## src/rtl/dac_data_pkg.sv

```systemverilog
// Constants for the converter data and calibration register block.
// Assumes an 8-bit register port with byte offsets as below.
package dac_data_pkg;
    localparam int          ADDR_WIDTH      = 5;
    localparam int          DATA_WIDTH      = 8;
    localparam int          VALUE_WIDTH     = 12;
    localparam int          CHAN_COUNT      = 2;
    localparam logic [4:0]  OFS_CONTROL_C   = 5'h02;
    localparam logic [4:0]  OFS_STATUS      = 5'h05;
    localparam logic [4:0]  OFS_IRQ_MASK    = 5'h06;
    localparam logic [4:0]  OFS_IRQ_STATUS  = 5'h07;
    localparam logic [4:0]  OFS_GAIN_TRIM   = 5'h08;
    localparam logic [4:0]  OFS_OFFSET_TRIM = 5'h09;
    localparam logic [4:0]  OFS_CHAN0_LOW   = 5'h18;
    localparam logic [4:0]  OFS_CHAN0_HIGH  = 5'h19;
    localparam logic [4:0]  OFS_CHAN1_LOW   = 5'h1a;
    localparam logic [4:0]  OFS_CHAN1_HIGH  = 5'h1b;
    localparam int          LEFT_ALIGN_BIT  = 0;
    localparam logic [7:0]  BYTE_RESET      = 8'h00;
    localparam logic [11:0] VALUE_RESET     = 12'h000;
    localparam logic [1:0]  FLAGS_RESET     = 2'h0;
endpackage : dac_data_pkg

```

## src/rtl/dac_data_calibration_regs.sv

```systemverilog
// Data, empty-flag and calibration registers of a two-channel 12-bit converter.
// Assumes a single-cycle master on clk_sys; read data appear the cycle after the strobe.
//
// Summary of operation
// RQ1: Channel 0 empty flag is set while no value is pending; the code clears it at reset and sets it only on a take.
// RQ2: A write while the flag is clear overwrites the pending value.
// RQ3: Each empty flag drives that channel's DMA request directly.
// RQ4: Each channel holds a 12-bit value built from high and low bytes.
// RQ5: Right layout: low byte holds bits 7:0, high nibble bits 11:8.
// RQ6: The left-align control switches both channels to left layout.
// RQ7: Left layout: high byte holds bits 11:4, low upper nibble bits 3:0.
// RQ8: Right layout: high byte bits 7:4 read zero.
// RQ9: Channel 1 uses offsets 0x1a and 0x1b; channel 0 low is 0x18.
// RQ10: Left layout: writing only the high byte gives an 8-bit conversion; the code takes bits 3:0 from the shared temp_byte.
// RQ11: Software writes zero to reserved bits, which read zero.
// RQ12: Gain trim at 0x08 is read/write, resets to zero.
// RQ13: Offset trim at 0x09 is read/write, resets to zero.
// RQ14: Left-align control is bit 0 of the third control register.
// RQ15: Channel 1 empty flag at status bit 1 behaves like channel 0.
// RQ16: Low byte waits in a temporary register; high byte commits both.
// RQ17: Value and trim registers reset to zero, right layout after reset.
`timescale 1ns/1ps
module dac_data_calibration_regs
    import dac_data_pkg::*;
(
    // Clock and reset.
    input  wire logic                   clk_sys,
    input  wire logic                   rstn,
    // Register port.
    input  wire logic [ADDR_WIDTH-1:0]  reg_addr,
    input  wire logic [DATA_WIDTH-1:0]  reg_wdata,
    input  wire logic                   reg_write,
    input  wire logic                   reg_read,
    output logic      [DATA_WIDTH-1:0]  reg_rdata,
    // Converter side.
    input  wire logic [CHAN_COUNT-1:0]  conv_take,
    output logic      [VALUE_WIDTH-1:0] chan0_value,
    output logic      [VALUE_WIDTH-1:0] chan1_value,
    output logic      [DATA_WIDTH-1:0]  gain_trim_out,
    output logic      [DATA_WIDTH-1:0]  offset_trim_out,
    // Requests.
    output logic      [CHAN_COUNT-1:0]  dma_request,
    output logic                        irq
);

    ////////////////////////////////////////////////////////////////////////
    // Control, trim and temporary registers.

    logic                  left_align_select;
    logic [DATA_WIDTH-1:0] gain_trim;
    logic [DATA_WIDTH-1:0] offset_trim;
    logic [DATA_WIDTH-1:0] temp_byte;
    logic [CHAN_COUNT-1:0] empty_flag;
    logic [CHAN_COUNT-1:0] irq_status;
    logic [CHAN_COUNT-1:0] irq_mask;
    logic [CHAN_COUNT-1:0] high_write;
    logic [CHAN_COUNT-1:0] low_write;
    logic [VALUE_WIDTH-1:0] value [CHAN_COUNT];
    logic [VALUE_WIDTH-1:0] next_value [CHAN_COUNT];

    always_ff @(posedge clk_sys or negedge rstn) begin
        if (!rstn) begin
            left_align_select <= 1'b0; // RQ17
        end else if (reg_write && reg_addr == OFS_CONTROL_C) begin
            left_align_select <= reg_wdata[LEFT_ALIGN_BIT]; // RQ6 RQ14
        end
    end

    always_ff @(posedge clk_sys or negedge rstn) begin
        if (!rstn) begin
            gain_trim   <= BYTE_RESET; // RQ17
            offset_trim <= BYTE_RESET;
        end else if (reg_write) begin
            if (reg_addr == OFS_GAIN_TRIM) begin
                gain_trim <= reg_wdata; // RQ12
            end else if (reg_addr == OFS_OFFSET_TRIM) begin
                offset_trim <= reg_wdata; // RQ13
            end
        end
    end

    assign low_write[0]  = reg_write && reg_addr == OFS_CHAN0_LOW;
    assign low_write[1]  = reg_write && reg_addr == OFS_CHAN1_LOW; // RQ9
    assign high_write[0] = reg_write && reg_addr == OFS_CHAN0_HIGH;
    assign high_write[1] = reg_write && reg_addr == OFS_CHAN1_HIGH; // RQ9

    // One temporary byte is shared by both channels, so interleaved pairs corrupt.
    always_ff @(posedge clk_sys or negedge rstn) begin
        if (!rstn) begin
            temp_byte <= BYTE_RESET;
        end else if (|low_write) begin
            temp_byte <= reg_wdata; // RQ16
        end
    end

    ////////////////////////////////////////////////////////////////////////
    // Value assembly and empty flags, one per channel.

    genvar ch;
    generate
        for (ch = 0; ch < CHAN_COUNT; ch++) begin : g_chan
            always_comb begin
                if (left_align_select) begin
                    next_value[ch] = {reg_wdata, temp_byte[7:4]}; // RQ7 RQ10
                end else begin
                    next_value[ch] = {reg_wdata[3:0], temp_byte}; // RQ5 RQ11
                end
            end

            always_ff @(posedge clk_sys or negedge rstn) begin
                if (!rstn) begin
                    value[ch] <= VALUE_RESET; // RQ17
                end else if (high_write[ch]) begin
                    value[ch] <= next_value[ch]; // RQ2 RQ4 RQ16
                end
            end

            // A commit beats a take in the same cycle, so new data stay pending.
            always_ff @(posedge clk_sys or negedge rstn) begin
                if (!rstn) begin
                    empty_flag[ch] <= 1'b0;
                end else if (high_write[ch]) begin
                    empty_flag[ch] <= 1'b0; // RQ16
                end else if (conv_take[ch]) begin
                    empty_flag[ch] <= 1'b1; // RQ1 RQ15
                end
            end

            always_ff @(posedge clk_sys or negedge rstn) begin
                if (!rstn) begin
                    irq_status[ch] <= 1'b0;
                end else if (conv_take[ch] && !high_write[ch]) begin
                    irq_status[ch] <= 1'b1;
                end else if (reg_write && reg_addr == OFS_IRQ_STATUS && reg_wdata[ch]) begin
                    irq_status[ch] <= 1'b0;
                end
            end
        end
    endgenerate

    always_ff @(posedge clk_sys or negedge rstn) begin
        if (!rstn) begin
            irq_mask <= FLAGS_RESET;
        end else if (reg_write && reg_addr == OFS_IRQ_MASK) begin
            irq_mask <= reg_wdata[CHAN_COUNT-1:0];
        end
    end

    assign chan0_value     = value[0];
    assign chan1_value     = value[1];
    assign gain_trim_out   = gain_trim;
    assign offset_trim_out = offset_trim;
    assign dma_request     = empty_flag; // RQ3 RQ15
    assign irq             = |(irq_status & irq_mask);

    ////////////////////////////////////////////////////////////////////////
    // Read-back.

    function automatic logic [7:0] high_view(input logic [11:0] v, input logic left);
        high_view = left ? v[11:4] : {4'h0, v[11:8]}; // RQ7 RQ8
    endfunction

    function automatic logic [7:0] low_view(input logic [11:0] v, input logic left);
        low_view = left ? {v[3:0], 4'h0} : v[7:0]; // RQ5 RQ11
    endfunction

    always_ff @(posedge clk_sys or negedge rstn) begin
        if (!rstn) begin
            reg_rdata <= BYTE_RESET;
        end else if (reg_read) begin
            if (reg_addr == OFS_CONTROL_C) begin
                reg_rdata <= {7'h00, left_align_select};
            end else if (reg_addr == OFS_STATUS) begin
                reg_rdata <= {6'h00, empty_flag}; // RQ1 RQ15
            end else if (reg_addr == OFS_IRQ_MASK) begin
                reg_rdata <= {6'h00, irq_mask};
            end else if (reg_addr == OFS_IRQ_STATUS) begin
                reg_rdata <= {6'h00, irq_status};
            end else if (reg_addr == OFS_GAIN_TRIM) begin
                reg_rdata <= gain_trim;
            end else if (reg_addr == OFS_OFFSET_TRIM) begin
                reg_rdata <= offset_trim;
            end else if (reg_addr == OFS_CHAN0_LOW) begin
                reg_rdata <= low_view(value[0], left_align_select);
            end else if (reg_addr == OFS_CHAN0_HIGH) begin
                reg_rdata <= high_view(value[0], left_align_select);
            end else if (reg_addr == OFS_CHAN1_LOW) begin
                reg_rdata <= low_view(value[1], left_align_select);
            end else if (reg_addr == OFS_CHAN1_HIGH) begin
                reg_rdata <= high_view(value[1], left_align_select);
            end else begin
                reg_rdata <= BYTE_RESET;
            end
        end else begin
            reg_rdata <= BYTE_RESET;
        end
    end

    ////////////////////////////////////////////////////////////////////////
    // Checks.

    a_empty_set_take: assert property (@(posedge clk_sys) disable iff (!rstn) // RQ1
        conv_take[0] && !high_write[0] |=> empty_flag[0])
        else $error("channel 0 empty flag not set after take");

    a_overwrite_value: assert property (@(posedge clk_sys) disable iff (!rstn) // RQ2
        high_write[0] && !empty_flag[0] && !left_align_select
        |=> chan0_value == {$past(reg_wdata[3:0]), $past(temp_byte)})
        else $error("pending value not overwritten");

    a_dma_follow_flag: assert property (@(posedge clk_sys) disable iff (!rstn) // RQ3
        $rose(dma_request[0]) |-> $past(conv_take[0]))
        else $error("channel 0 dma request rose without take");

    a_right_pair_commit: assert property (@(posedge clk_sys) disable iff (!rstn) // RQ5
        low_write[0] && !left_align_select ##1 !(|low_write) ##1
        high_write[0] && !left_align_select
        |=> chan0_value == {$past(reg_wdata[3:0]), $past(reg_wdata, 3)})
        else $error("right layout value assembled wrongly");

    a_left_high_only: assert property (@(posedge clk_sys) disable iff (!rstn) // RQ10
        high_write[0] && left_align_select && temp_byte == 8'h00
        |=> chan0_value == {$past(reg_wdata), 4'h0})
        else $error("left layout 8-bit conversion wrong");

    a_high_reserved: assert property (@(posedge clk_sys) disable iff (!rstn) // RQ8
        reg_read && reg_addr == OFS_CHAN1_HIGH && !left_align_select
        |=> reg_rdata[7:4] == 4'h0 && reg_rdata[3:0] == $past(value[1][11:8]))
        else $error("right layout high byte read wrong");

    a_gain_readback: assert property (@(posedge clk_sys) disable iff (!rstn) // RQ12
        reg_read && reg_addr == OFS_GAIN_TRIM |=> reg_rdata == $past(gain_trim))
        else $error("gain trim readback wrong");

    a_offset_hold: assert property (@(posedge clk_sys) disable iff (!rstn) // RQ13
        !(reg_write && reg_addr == OFS_OFFSET_TRIM) |=> $stable(offset_trim))
        else $error("offset trim changed without write");

    a_commit_clears: assert property (@(posedge clk_sys) disable iff (!rstn) // RQ16
        high_write[1] |=> !empty_flag[1] && !dma_request[1])
        else $error("channel 1 commit did not clear empty flag");

    a_left_select: assert property (@(posedge clk_sys) disable iff (!rstn) // RQ14
        reg_write && reg_addr == OFS_CONTROL_C
        |=> left_align_select == $past(reg_wdata[LEFT_ALIGN_BIT]))
        else $error("left align select not updated");

    ////////////////////////////////////////////////////////////////////////
    // Empty flags and DMA requests.

    a_empty1_set_take: assert property (@(posedge clk_sys) disable iff (!rstn) // RQ15
        conv_take[1] && !high_write[1] |=> empty_flag[1])
        else $error("channel 1 empty flag not set after take");

    a_empty0_hold: assert property (@(posedge clk_sys) disable iff (!rstn) // RQ1
        empty_flag[0] && !high_write[0] |=> empty_flag[0])
        else $error("channel 0 empty flag dropped without commit");

    a_empty1_hold: assert property (@(posedge clk_sys) disable iff (!rstn) // RQ15
        empty_flag[1] && !high_write[1] |=> empty_flag[1])
        else $error("channel 1 empty flag dropped without commit");

    a_commit0_clears: assert property (@(posedge clk_sys) disable iff (!rstn) // RQ16
        high_write[0] |=> !empty_flag[0] && !dma_request[0])
        else $error("channel 0 commit did not clear empty flag");

    a_flag0_fall_cause: assert property (@(posedge clk_sys) disable iff (!rstn) // RQ16
        $fell(empty_flag[0]) |-> $past(high_write[0]))
        else $error("channel 0 empty flag fell without commit");

    a_dma1_rise_cause: assert property (@(posedge clk_sys) disable iff (!rstn) // RQ3 RQ15
        $rose(dma_request[1]) |-> $past(conv_take[1]))
        else $error("channel 1 dma request rose without take");

    a_dma1_fall_cause: assert property (@(posedge clk_sys) disable iff (!rstn) // RQ3 RQ15
        $fell(dma_request[1]) |-> $past(high_write[1]))
        else $error("channel 1 dma request fell without commit");

    a_status_read: assert property (@(posedge clk_sys) disable iff (!rstn) // RQ15
        reg_read && reg_addr == OFS_STATUS |=> reg_rdata == {6'h00, $past(empty_flag)})
        else $error("status read does not show empty flags");

    ////////////////////////////////////////////////////////////////////////
    // Value commits in both layouts.

    a_temp_capture: assert property (@(posedge clk_sys) disable iff (!rstn) // RQ16
        (|low_write) |=> temp_byte == $past(reg_wdata))
        else $error("low byte not held in temporary register");

    a_value0_hold: assert property (@(posedge clk_sys) disable iff (!rstn) // RQ4
        !high_write[0] |=> $stable(chan0_value))
        else $error("channel 0 value changed without commit");

    a_value1_hold: assert property (@(posedge clk_sys) disable iff (!rstn) // RQ4
        !high_write[1] |=> $stable(chan1_value))
        else $error("channel 1 value changed without commit");

    a_overwrite_chan1: assert property (@(posedge clk_sys) disable iff (!rstn) // RQ2
        high_write[1] && !empty_flag[1] && !left_align_select
        |=> chan1_value == {$past(reg_wdata[3:0]), $past(temp_byte)})
        else $error("channel 1 pending value not overwritten");

    a_left_chan0_commit: assert property (@(posedge clk_sys) disable iff (!rstn) // RQ7
        high_write[0] && left_align_select
        |=> chan0_value == {$past(reg_wdata), $past(temp_byte[7:4])})
        else $error("channel 0 left layout value assembled wrongly");

    a_left_chan1_commit: assert property (@(posedge clk_sys) disable iff (!rstn) // RQ9
        high_write[1] && left_align_select
        |=> chan1_value == {$past(reg_wdata), $past(temp_byte[7:4])})
        else $error("channel 1 left layout value assembled wrongly");

    a_left_high_only1: assert property (@(posedge clk_sys) disable iff (!rstn) // RQ10
        high_write[1] && left_align_select && temp_byte == 8'h00
        |=> chan1_value == {$past(reg_wdata), 4'h0})
        else $error("channel 1 left layout 8-bit conversion wrong");

    a_right_high_nibble: assert property (@(posedge clk_sys) disable iff (!rstn) // RQ5
        high_write[0] && !left_align_select |=> chan0_value[11:8] == $past(reg_wdata[3:0]))
        else $error("right layout high nibble not committed");

    ////////////////////////////////////////////////////////////////////////
    // Read-back views.

    a_right_low_read: assert property (@(posedge clk_sys) disable iff (!rstn) // RQ5
        reg_read && reg_addr == OFS_CHAN0_LOW && !left_align_select
        |=> reg_rdata == $past(chan0_value[7:0]))
        else $error("right layout low byte read wrong");

    a_left_low_read: assert property (@(posedge clk_sys) disable iff (!rstn) // RQ7
        reg_read && reg_addr == OFS_CHAN0_LOW && left_align_select
        |=> reg_rdata == {$past(chan0_value[3:0]), 4'h0})
        else $error("left layout low byte read wrong");

    a_left_high_read: assert property (@(posedge clk_sys) disable iff (!rstn) // RQ7
        reg_read && reg_addr == OFS_CHAN0_HIGH && left_align_select
        |=> reg_rdata == $past(chan0_value[11:4]))
        else $error("left layout high byte read wrong");

    a_right_high_read: assert property (@(posedge clk_sys) disable iff (!rstn) // RQ8
        reg_read && reg_addr == OFS_CHAN0_HIGH && !left_align_select
        |=> reg_rdata == {4'h0, $past(chan0_value[11:8])})
        else $error("right layout channel 0 high byte read wrong");

    a_chan1_low_read: assert property (@(posedge clk_sys) disable iff (!rstn) // RQ9
        reg_read && reg_addr == OFS_CHAN1_LOW && !left_align_select
        |=> reg_rdata == $past(chan1_value[7:0]))
        else $error("channel 1 low byte read wrong");

    a_chan1_left_high: assert property (@(posedge clk_sys) disable iff (!rstn) // RQ9
        reg_read && reg_addr == OFS_CHAN1_HIGH && left_align_select
        |=> reg_rdata == $past(chan1_value[11:4]))
        else $error("channel 1 left layout high byte read wrong");

    a_control_read: assert property (@(posedge clk_sys) disable iff (!rstn) // RQ14
        reg_read && reg_addr == OFS_CONTROL_C
        |=> reg_rdata == {7'h00, $past(left_align_select)})
        else $error("control register read wrong");

    ////////////////////////////////////////////////////////////////////////
    // Trim and control registers.

    a_gain_write: assert property (@(posedge clk_sys) disable iff (!rstn) // RQ12
        reg_write && reg_addr == OFS_GAIN_TRIM |=> gain_trim_out == $past(reg_wdata))
        else $error("gain trim write not taken");

    a_offset_write: assert property (@(posedge clk_sys) disable iff (!rstn) // RQ13
        reg_write && reg_addr == OFS_OFFSET_TRIM |=> offset_trim_out == $past(reg_wdata))
        else $error("offset trim write not taken");

    a_offset_readback: assert property (@(posedge clk_sys) disable iff (!rstn) // RQ13
        reg_read && reg_addr == OFS_OFFSET_TRIM |=> reg_rdata == $past(offset_trim))
        else $error("offset trim readback wrong");

    a_gain_hold: assert property (@(posedge clk_sys) disable iff (!rstn) // RQ12
        !(reg_write && reg_addr == OFS_GAIN_TRIM) |=> $stable(gain_trim))
        else $error("gain trim changed without write");

    a_left_hold: assert property (@(posedge clk_sys) disable iff (!rstn) // RQ6
        !(reg_write && reg_addr == OFS_CONTROL_C) |=> $stable(left_align_select))
        else $error("left align select changed without write");

endmodule // dac_data_calibration_regs

```

## config.mk

```make
export PLATFORM = sky130hd
export DESIGN_NAME = dac_data_calibration_regs
export DESIGN_NICKNAME = d
export VERILOG_FILES = /design/src/rtl/dac_data_pkg.sv /design/src/rtl/dac_data_calibration_regs.sv
export SDC_FILE = /design/constraint.sdc
export NUM_CORES = 1
export LEC_CHECK = 0
export BUFFER_PORTS_ARGS = -buffer_cell sky130_fd_sc_hd__buf_2
export CELL_PAD_IN_SITES_DETAIL_PLACEMENT = 0
export CELL_PAD_IN_SITES_GLOBAL_PLACEMENT = 1
export CORE_AREA = 2 2 101 103
export DETAILED_ROUTE_END_ITERATION = 6
export DIE_AREA = 0 0 103 105
export PLACE_DENSITY_LB_ADDON = 0.1
export REMOVE_ABC_BUFFERS = 1
export SETUP_SLACK_MARGIN = 0.15
export SLEW_MARGIN = 5
export SYNTH_ARGS = -nofsm -noshare
export SYNTH_HDL_FRONTEND = slang
export SYNTH_SLANG_ARGS = --single-unit
```

## constraint.sdc

```tcl
create_clock -name clk_sys -period 1.5 [get_ports clk_sys]
set_clock_uncertainty 0.15 [all_clocks]
set_input_delay 0.225 -clock clk_sys [delete_from_list [all_inputs] [get_ports clk_sys]]
set_output_delay 0.225 -clock clk_sys [all_outputs]
set_load 0.1 [all_outputs]
```

==> metrics.txt, run 1 <==
maximum level of the CTS H-tree 3; Internal Dissipation 5.55 mW; Hold WC Path Type primary input to register; maximum fanout count along the critical path 7; Via Count around 3,300; final critical-path share of the clock period 114%; gr usage total 20.8%; initial antenna violation count 0; cell count after placement around 590; share of total power in sequential cells between 20 and 25%; maximum number of pins on one net before global-route repair between 60 and 70; max-slew headroom at the worst pin between 70% and 80%; final weighted congestion of routability-driven global placement roughly 0.80; First DRT Iteration DRCs between 100 and 150; area of the core around 9600 um2; drt drc 0; Net Sw Frac roughly 44%; hold violation count in the final report 0; capturing element type of the critical path register; part of the power in the clock network between 10% and 20%; Ant. Diodes 0; io pins 70; Synthesis Warnings 0; deepest clock path buffer count 2; row count 36; Net Sw Power 4.40 mW; setup TNS after final layout -1.76 ns; antenna-violating nets left 0; starting utilization of the core area 34.8%; overall power after layout roughly 10 mW; total leakage power about 2.8 nW; Post-Layout Cell Count 659; sum of net half-perimeters after detailed placement approximately 7400 um; root buffer cell sky130_fd_sc_hd__clkbuf_8; floorplan die area ~11,000 um2; post-layout minimum cycle time 1.71 ns; worst hold margin between 0.03 and 0.04 ns; unrepaired setup endpoints after global routing yes; Die X-Extent 103 um; via count of the first global-routing pass between 3,000 and 4,000; Nets 540; layout cells sized above 1 ~60%; signed area change from the synthesized netlist to the final layout 86.8%; required time at the endpoint of the critical path 1.57 ns; number of register bits inferred by synthesis 63; area of the mapped netlist 3350 um2; worst-skew pair later-pin latency approximately 0.33 ns; per-instance average area after synthesis 9.89 um2; post-route worst setup slack -0.213 ns; sequential area share after synthesis 47.0%; number of cells produced by synthesis 339; cell area power density between 1500 and 2000 nW/um2; TritonCTS clock tree done; Gate power share 59.5%; data arrival time of the critical path about 1.8 ns; violated checks setup timing; clock slew at reported path FFs around 0.07 ns; maximum resistive drop on vdd around 1.1 mV; Final Cell Area 6260 um2; measured slew at the worst slew-check pin between 0.3 and 0.4 ns; drt total wl ~11,000 um; Vert. Die Dim 105 um; run status finished with violations; Startpoint Class register; Unique masters post-synth 44; total count of max-transition violations in the final report 0; Final Core Density around 65%; global-route wire length before repair around 17,000 um; number of maximum-capacitance violations 0; Finish-stage setup viols 15; number of optimization iterations in the first detailed-route pass 4; maximum operating frequency a little under 600 MHz; Avg WL per Cell approximately 17 um; cell area after placement roughly 5000 um2; number of sinks handled by clock tree synthesis 63; Remaining Overflow, GRT 0; CTS Buf Count 9; routed vias/inst approximately 5.0; Worst Path Class, Setup register to register; PortBufs 69; worst slack, placed -0.320 ns
-- worst paths after layout --
check	startpoint	endpoint	slack [ns]	depth (start not counted)
min in group asynchronous	rstn	chan0_value[2]	0.27	3
worst min register to register	irq_status[0]	irq_status[0]	0.37	2
max in group asynchronous	rstn	gain_trim_out[0]	0.61	3
worst max-delay path	left_align_select	reg_rdata[1]	-0.21	6
worst max register to register	left_align_select	reg_rdata[1]	-0.21	6
worst min-delay path	reg_wdata[6]	offset_trim_out[6]	0.03	3
-- area by class of cell --
class                      instances  area (um2)
clock buffer                      13         169
tap                              133         166
fill                             800        3370
sequential                        63        1590
clock inverter                     3        40.0
timing repair buffer             196        2230
inverter                           7        26.3
multi-input combinational        244        2050
-- critical path, cell delays in order (launching register included) --
cell                       delay (ns)
sky130_fd_sc_hd__dfrtp_2         0.49
sky130_fd_sc_hd__buf_6           0.15
sky130_fd_sc_hd__mux2_4          0.30
sky130_fd_sc_hd__a22oi_2         0.21
sky130_fd_sc_hd__nor2_2          0.06
sky130_fd_sc_hd__a211oi_2        0.17
sky130_fd_sc_hd__nor2_1          0.07
-- synthesized netlist by cell type --
master	count	area, um2
sky130_fd_sc_hd__dfrtp_1	63	1580
sky130_fd_sc_hd__a21oi_1	40	200
sky130_fd_sc_hd__nor2_1	40	150
sky130_fd_sc_hd__nand2_1	23	86.3
sky130_fd_sc_hd__mux2_2	19	214
sky130_fd_sc_hd__mux2i_1	17	170
sky130_fd_sc_hd__buf_2	16	80.1
sky130_fd_sc_hd__o21ai_0	13	65.1
sky130_fd_sc_hd__nand3_1	11	55.1
sky130_fd_sc_hd__mux2_4	8	120
sky130_fd_sc_hd__inv_1	7	26.3
sky130_fd_sc_hd__nor3_1	7	35.0
sky130_fd_sc_hd__a31oi_1	6	37.5
sky130_fd_sc_hd__nand2b_1	6	37.5
sky130_fd_sc_hd__a211oi_1	5	37.5
sky130_fd_sc_hd__clkbuf_1	5	18.8
sky130_fd_sc_hd__a22oi_1	4	30.0
sky130_fd_sc_hd__and3_1	4	25.0
sky130_fd_sc_hd__o32ai_1	4	35.0
sky130_fd_sc_hd__buf_4	3	22.5
sky130_fd_sc_hd__nor2b_1	3	18.8
sky130_fd_sc_hd__o2bb2ai_1	3	26.3
sky130_fd_sc_hd__a21o_1	2	15.0
sky130_fd_sc_hd__a221oi_2	2	30.0
sky130_fd_sc_hd__and2_1	2	12.5
sky130_fd_sc_hd__mux2_1	2	22.5
sky130_fd_sc_hd__nand4_1	2	12.5
sky130_fd_sc_hd__nand4b_1	2	17.5
sky130_fd_sc_hd__nor2_4	2	22.5
sky130_fd_sc_hd__nor3b_2	2	25.0
sky130_fd_sc_hd__nor4_1	2	12.5
sky130_fd_sc_hd__o211ai_1	2	15.0
sky130_fd_sc_hd__a22o_1	1	8.76
sky130_fd_sc_hd__a32o_1	1	10.0
sky130_fd_sc_hd__and3b_1	1	8.76
sky130_fd_sc_hd__buf_1	1	3.75
sky130_fd_sc_hd__nand2_2	1	6.26
sky130_fd_sc_hd__nand3b_1	1	7.51
sky130_fd_sc_hd__nor3_2	1	10.0
sky130_fd_sc_hd__nor4bb_1	1	10.0
sky130_fd_sc_hd__o2111ai_1	1	8.76
sky130_fd_sc_hd__o21ai_1	1	5.00
sky130_fd_sc_hd__o31ai_2	1	12.5
sky130_fd_sc_hd__or3b_1	1	8.76
-- flip-flops by register name, indices dropped and copies added (netlist names), 8 cells and up --
signal / flops
offset_trim_out: 8
chan1_value: 12
temp_byte: 8
chan0_value: 12
gain_trim_out: 8
reg_rdata: 8
-- layout by cell type (no fill, tap or decap), drive strengths merged, types with 2 or more instances in the layout --
cell type	n
a211oi	5
a21o	2
a21oi	40
a221oi	2
a22oi	4
a31oi	6
and2	2
and3	4
buf	193
clkbuf	13
clkinv	2
dfrtp	63
dlygate4sd3	3
inv	7
mux2	29
mux2i	17
nand2	24
nand2b	6
nand3	11
nand4	2
nand4b	2
nor2	42
nor2b	3
nor3	8
nor3b	2
nor4	2
o211ai	2
o21ai	14
o2bb2ai	3
o32ai	4
-- kinds of logic (layout without fill, tap and decap cells) --
group / count (synthesis) / count (layout) / synth area share [%]
buffers and inverters: 32 / 219 / 4.52
AOI/OAI and AO/OA: 86 / 86 / 16.0
and+or+nand+nor: 112 / 112 / 16.8
DFF: 63 / 63 / 47.0
muxes: 46 / 46 / 15.7
-- layer usage --
metal | up-vias | share of wire [%] | track usage (%)
met5 | - | 0 | 0
met3 | 14 | 4.1 | 2.68
met1 | 1615 | 44 | 28.8
met4 | 0 | 1.6 | 6.58
met2 | 85 | 50 | 33.6
li1 | 1591 | - | -
-- power by group through the flow --
stage          clock network (mW)  logic (mW)  registers, mW
2_1_floorplan                   0       0.773           4.38
3_3_place_gp                    0        4.80           2.40
3_5_place_dp                    0        4.81           2.41
4_1_cts                      1.61        5.48           2.43
5_1_grt                      1.68        6.13           2.50
6_report                     1.58        5.92           2.45
-- timing repair --
action                     4_1_cts  5_1_grt
buffers inserted                33       14
pin swaps                       24       28
setup endpoints to repair       78      104
gates cloned                     1        0
hold endpoints to repair        67        0
hold buffers                     3        0
resized for setup               87       76
Note: power is estimated with default switching activity, not from simulation.
==> run 2, diff against run 1 <==
--- a/config.mk
+++ b/config.mk
@@ -5,12 +5,13 @@
 export SDC_FILE = /design/constraint.sdc
 export NUM_CORES = 1
 export LEC_CHECK = 0
+export ABC_AREA = 1
 export BUFFER_PORTS_ARGS = -buffer_cell sky130_fd_sc_hd__buf_2
 export CELL_PAD_IN_SITES_DETAIL_PLACEMENT = 0
 export CELL_PAD_IN_SITES_GLOBAL_PLACEMENT = 1
-export CORE_AREA = 2 2 101 103
+export CORE_AREA = 2 2 100 102
 export DETAILED_ROUTE_END_ITERATION = 6
-export DIE_AREA = 0 0 103 105
+export DIE_AREA = 0 0 102 104
 export PLACE_DENSITY_LB_ADDON = 0.1
 export REMOVE_ABC_BUFFERS = 1
 export SETUP_SLACK_MARGIN = 0.15
==> run 2 against run 1 <==
Against the previous run:
- the run ends with hold timing, setup timing left
- first-iteration DRC count increased by 7.1%
- utilization decreased by 2.8 points
- via count increased by 2.0%
- routed wire length increased by 0.67%
- synthesized cell count increased by 23%
- critical path type unchanged
- critical endpoint is now chan1_value[6]
==> metrics.txt, run 2 <==
top library cells by usage in the layout, fill and taps aside 99 x sky130_fd_sc_hd__nand2_1, 73 x sky130_fd_sc_hd__buf_4, 56 x sky130_fd_sc_hd__inv_1 (was 80 x sky130_fd_sc_hd__buf_4, 54 x sky130_fd_sc_hd__dfrtp_1, 47 x sky130_fd_sc_hd__buf_12); overall power after layout 8.75 mW (was 9.95 mW); compound-cell area share of the yosys netlist 18.1% (was 16.0%); critical register-to-register path endpoint chan1_value[6] (was reg_rdata[1]); launching point of the worst reg2reg path left_align_select (unchanged); Hold WC Path Type primary input to register (unchanged); number of maximum-capacitance violations 0 (unchanged); Avg WL per Cell 15.3 um (was 16.8 um); worst hold margin -0.00382 ns (was 0.0301 ns); GRT met1 Usage 30.8% (was 28.8%); Synthesis Warnings 0 (unchanged); routed vias/inst 4.65 (was 5.02); starting utilization of the core area 34.3% (was 34.8%); sum of net half-perimeters after detailed placement 7470 um (was 7450 um); final critical-path share of the clock period 110% (was 114%); number of sinks handled by clock tree synthesis 63 (unchanged); First DRT Iteration DRCs 151 (was 141); share of cell area taken by muxes after synthesis 2.06% (was 15.7%); top_reg_cell synth sky130_fd_sc_hd__dfrtp_1 (unchanged); Yosys top cell by area sky130_fd_sc_hd__dfrtp_1 (unchanged); maximum level of the CTS H-tree 3 (unchanged); worst slack, placed -0.290 ns (was -0.320 ns); number of enable-type register cells in the synthesized netlist 0 (unchanged); total leakage power 2.93 nW (was 2.77 nW); post-route worst setup slack -0.146 ns (was -0.213 ns); global-route wire length before repair 17,400 um (was 17,300 um); floorplan die area 10,600 um2 (was 10,800 um2); Vert. Die Dim 104 um (was 105 um); area of the core 9550 um2 (was 9640 um2); critical path's largest stage delay 0.45 ns (was 0.49 ns); Nets 606 (was 540); sequential area share after synthesis 48.1% (was 47.0%); run status finished with violations (unchanged); post-synthesis share of cell area spent on full adders, half adders and majority gates 0% (unchanged); maximum resistive drop on vdd 0.997 mV (was 1.07 mV); initial antenna violation count 0 (unchanged); drt total wl 11,100 um (was 11,000 um); Finish-stage setup viols 12 (was 15); CTS Buf Count 9 (unchanged); signed area change from the synthesized netlist to the final layout 81.2% (was 86.8%); row count 36 (unchanged); Final Cell Area 5930 um2 (was 6260 um2); Via Count 3,370 (was 3,305); cell area after placement 4750 um2 (was 4980 um2); top post-synthesis cells by count 117 x sky130_fd_sc_hd__nand2_1, 67 x sky130_fd_sc_hd__o21ai_0, 63 x sky130_fd_sc_hd__dfrtp_1 (was 63 x sky130_fd_sc_hd__dfrtp_1, 40 x sky130_fd_sc_hd__a21oi_1, 40 x sky130_fd_sc_hd__nor2_1); violated checks hold timing, setup timing (was setup timing); most common cell after layout, fill and taps aside sky130_fd_sc_hd__nand2_1 (was sky130_fd_sc_hd__buf_4); Worst Path Class, Setup register to register (unchanged); XOR/XNOR Fraction of Synth Area 0% (unchanged); drt drc 0 (unchanged); post-layout minimum cycle time 1.65 ns (was 1.71 ns); capturing element type of the critical path register (unchanged); measured slew at the worst slew-check pin 0.363 ns (was 0.350 ns); worst path cell trace buf_6 > buf_8 > buf_4 > buf_12 > nand2_4 > o21ai_4 > mux2_4 (was buf_6 > mux2_4 > a22oi_2 > nor2_2 > a211oi_2 > nor2_1); TritonCTS clock tree done (unchanged); CP endpoint chan1_value[6] (was reg_rdata[1]); antenna-violating nets left 0 (unchanged); reg2reg path depth 7 (was 6); deepest clock path buffer count 2 (unchanged); worst-skew pair later-pin latency 0.34 ns (was 0.33 ns); via count of the first global-routing pass 3,318 (was 3,299); most used standard cell by instance count after synthesis sky130_fd_sc_hd__nand2_1 (was sky130_fd_sc_hd__dfrtp_1); gr usage total 21.3% (was 20.8%); area of the mapped netlist 3280 um2 (was 3350 um2); layout cells sized above 1 46.5% (was 59.9%); hold violation count in the final report 1 (was 0); fill count 814 (was 800); Startpoint Class register (unchanged); Ant. Diodes 0 (unchanged); slowest library cell on the worst path sky130_fd_sc_hd__dfrtp_2 (unchanged); maximum operating frequency 608 MHz (was 584 MHz); Die X-Extent 102 um (was 103 um); Worst R2R Setup Slack -0.15 ns (was -0.21 ns); data arrival time of the critical path 1.73 ns (was 1.79 ns); max-slew headroom at the worst pin 75.8% (was 76.7%); met3 Use GR 3.56% (was 2.68%); unrepaired setup endpoints after global routing yes (unchanged); root buffer cell sky130_fd_sc_hd__clkbuf_8 (unchanged); required time at the endpoint of the critical path 1.58 ns (was 1.57 ns); busiest metal layer after global routing met2 (unchanged); cell area power density 1470 nW/um2 (was 1590 nW/um2); number of optimization iterations in the first detailed-route pass 5 (was 4); fraction of registers with async set or reset after synthesis 100% (unchanged); maximum number of pins on one net before global-route repair 64 (unchanged); Unique masters post-synth 28 (was 44); dominant combinational cell family by area after synthesis simple AND/OR/NAND/NOR gates (unchanged); io pins 70 (unchanged); synthesized-area fraction occupied by and/or/nand/nor cells 22.3% (was 16.8%); met2 Track Usage GR 32.0% (was 33.6%); clock slew at reported path FFs 0.08 ns (was 0.07 ns); number of register bits inferred by synthesis 63 (unchanged); origin of the worst setup path left_align_select (unchanged); number of cells produced by synthesis 416 (was 339); Remaining Overflow, GRT 0 (unchanged); per-instance average area after synthesis 7.87 um2 (was 9.89 um2); maximum fanout count along the critical path 6 (was 7); total count of max-transition violations in the final report 0 (unchanged); PortBufs 69 (unchanged); Synth top area share 48.1% (was 47.0%); final weighted congestion of routability-driven global placement 0.860 (was 0.798); top post-synthesis cells by area sky130_fd_sc_hd__dfrtp_1 48%, sky130_fd_sc_hd__nand2_1 13%, sky130_fd_sc_hd__o21ai_0 10%, sky130_fd_sc_hd__inv_1 6.5%, sky130_fd_sc_hd__nor2_1 3.4% (was sky130_fd_sc_hd__dfrtp_1 47%, sky130_fd_sc_hd__mux2_2 6.4%, sky130_fd_sc_hd__a21oi_1 6.0%, sky130_fd_sc_hd__mux2i_1 5.1%, sky130_fd_sc_hd__nor2_1 4.5%)
==> run 2: worst max-delay path, delay by kind of cell (launching register included) <==
kind / cells / cell delay (ns)
simple gates: 1 / 0.07
compound gates: 1 / 0.06
mux: 1 / 0.26
buf+inv: 4 / 0.55
flops: 1 / 0.45
==> run 2: final cells by class <==
class                   count  area, um2  area share [%]
multi-input cells         280       1730            29.2
inverters                  59        225            3.80
clock inverters             6       37.5           0.633
clock buffers              10        128            2.15
well taps                 133        166            2.80
repair buffers            174       2050            34.6
flip-flops and latches     63       1590            26.8
==> run 2: stage by stage <==
stage               cells  TNS [ns]  hold slack, ns  util, %
finish                725    -0.735        -0.00382     62.1
global route          725     -1.85          0.0289     62.1
CTS                   709    -0.663          0.0117     58.5
detailed placement    660     -6.73           0.121     49.8
global placement      660     -5.37           0.120     49.8
floorplan             401    -14.24          -0.221        -
==> run 2: power breakdown <==
group          switching [mW]  internal, mW  leakage (nW)  total, mW
clock                   0.714         0.594        0.0898       1.31
sequential              0.351          2.04         0.750       2.39
combinational            3.05          2.00          2.09       5.05
total                    4.12          4.63          2.93       8.75
==> run 2: worst min path at each step <==
stage,start,end,cells past startpoint
floorplan,rstn,chan0_value[0],0
global placement,rstn,irq_mask[0],2
detailed placement,rstn,irq_mask[0],2
CTS,conv_take[0],irq_status[0],3
global route,conv_take[1],dma_request[1],3
finish,conv_take[1],irq_status[1],3
==> run 2: what timing repair did <==
item	4_1_cts	5_1_grt
endpoints found under the setup margin	78	86
gates resized for setup	125	60
hold buffers	6	0
buffers inserted	24	15
cloned	3	1
pin swaps	37	22
endpoints found under the hold margin	68	0
==> run 2: cells by family after synthesis <==
family | Yosys count
compound gates | 105
buf+inv | 74
flops | 63
mux | 6
simple gates | 168
==> run 2: layer usage <==
| layer | wire length, um | vias up |
|---|---|---|
| li1 | - | 1686 |
| met1 | 5130 | 1581 |
| met2 | 5330 | 87 |
| met3 | 484 | 16 |
| met4 | 171 | 0 |
| met5 | 0 | - |
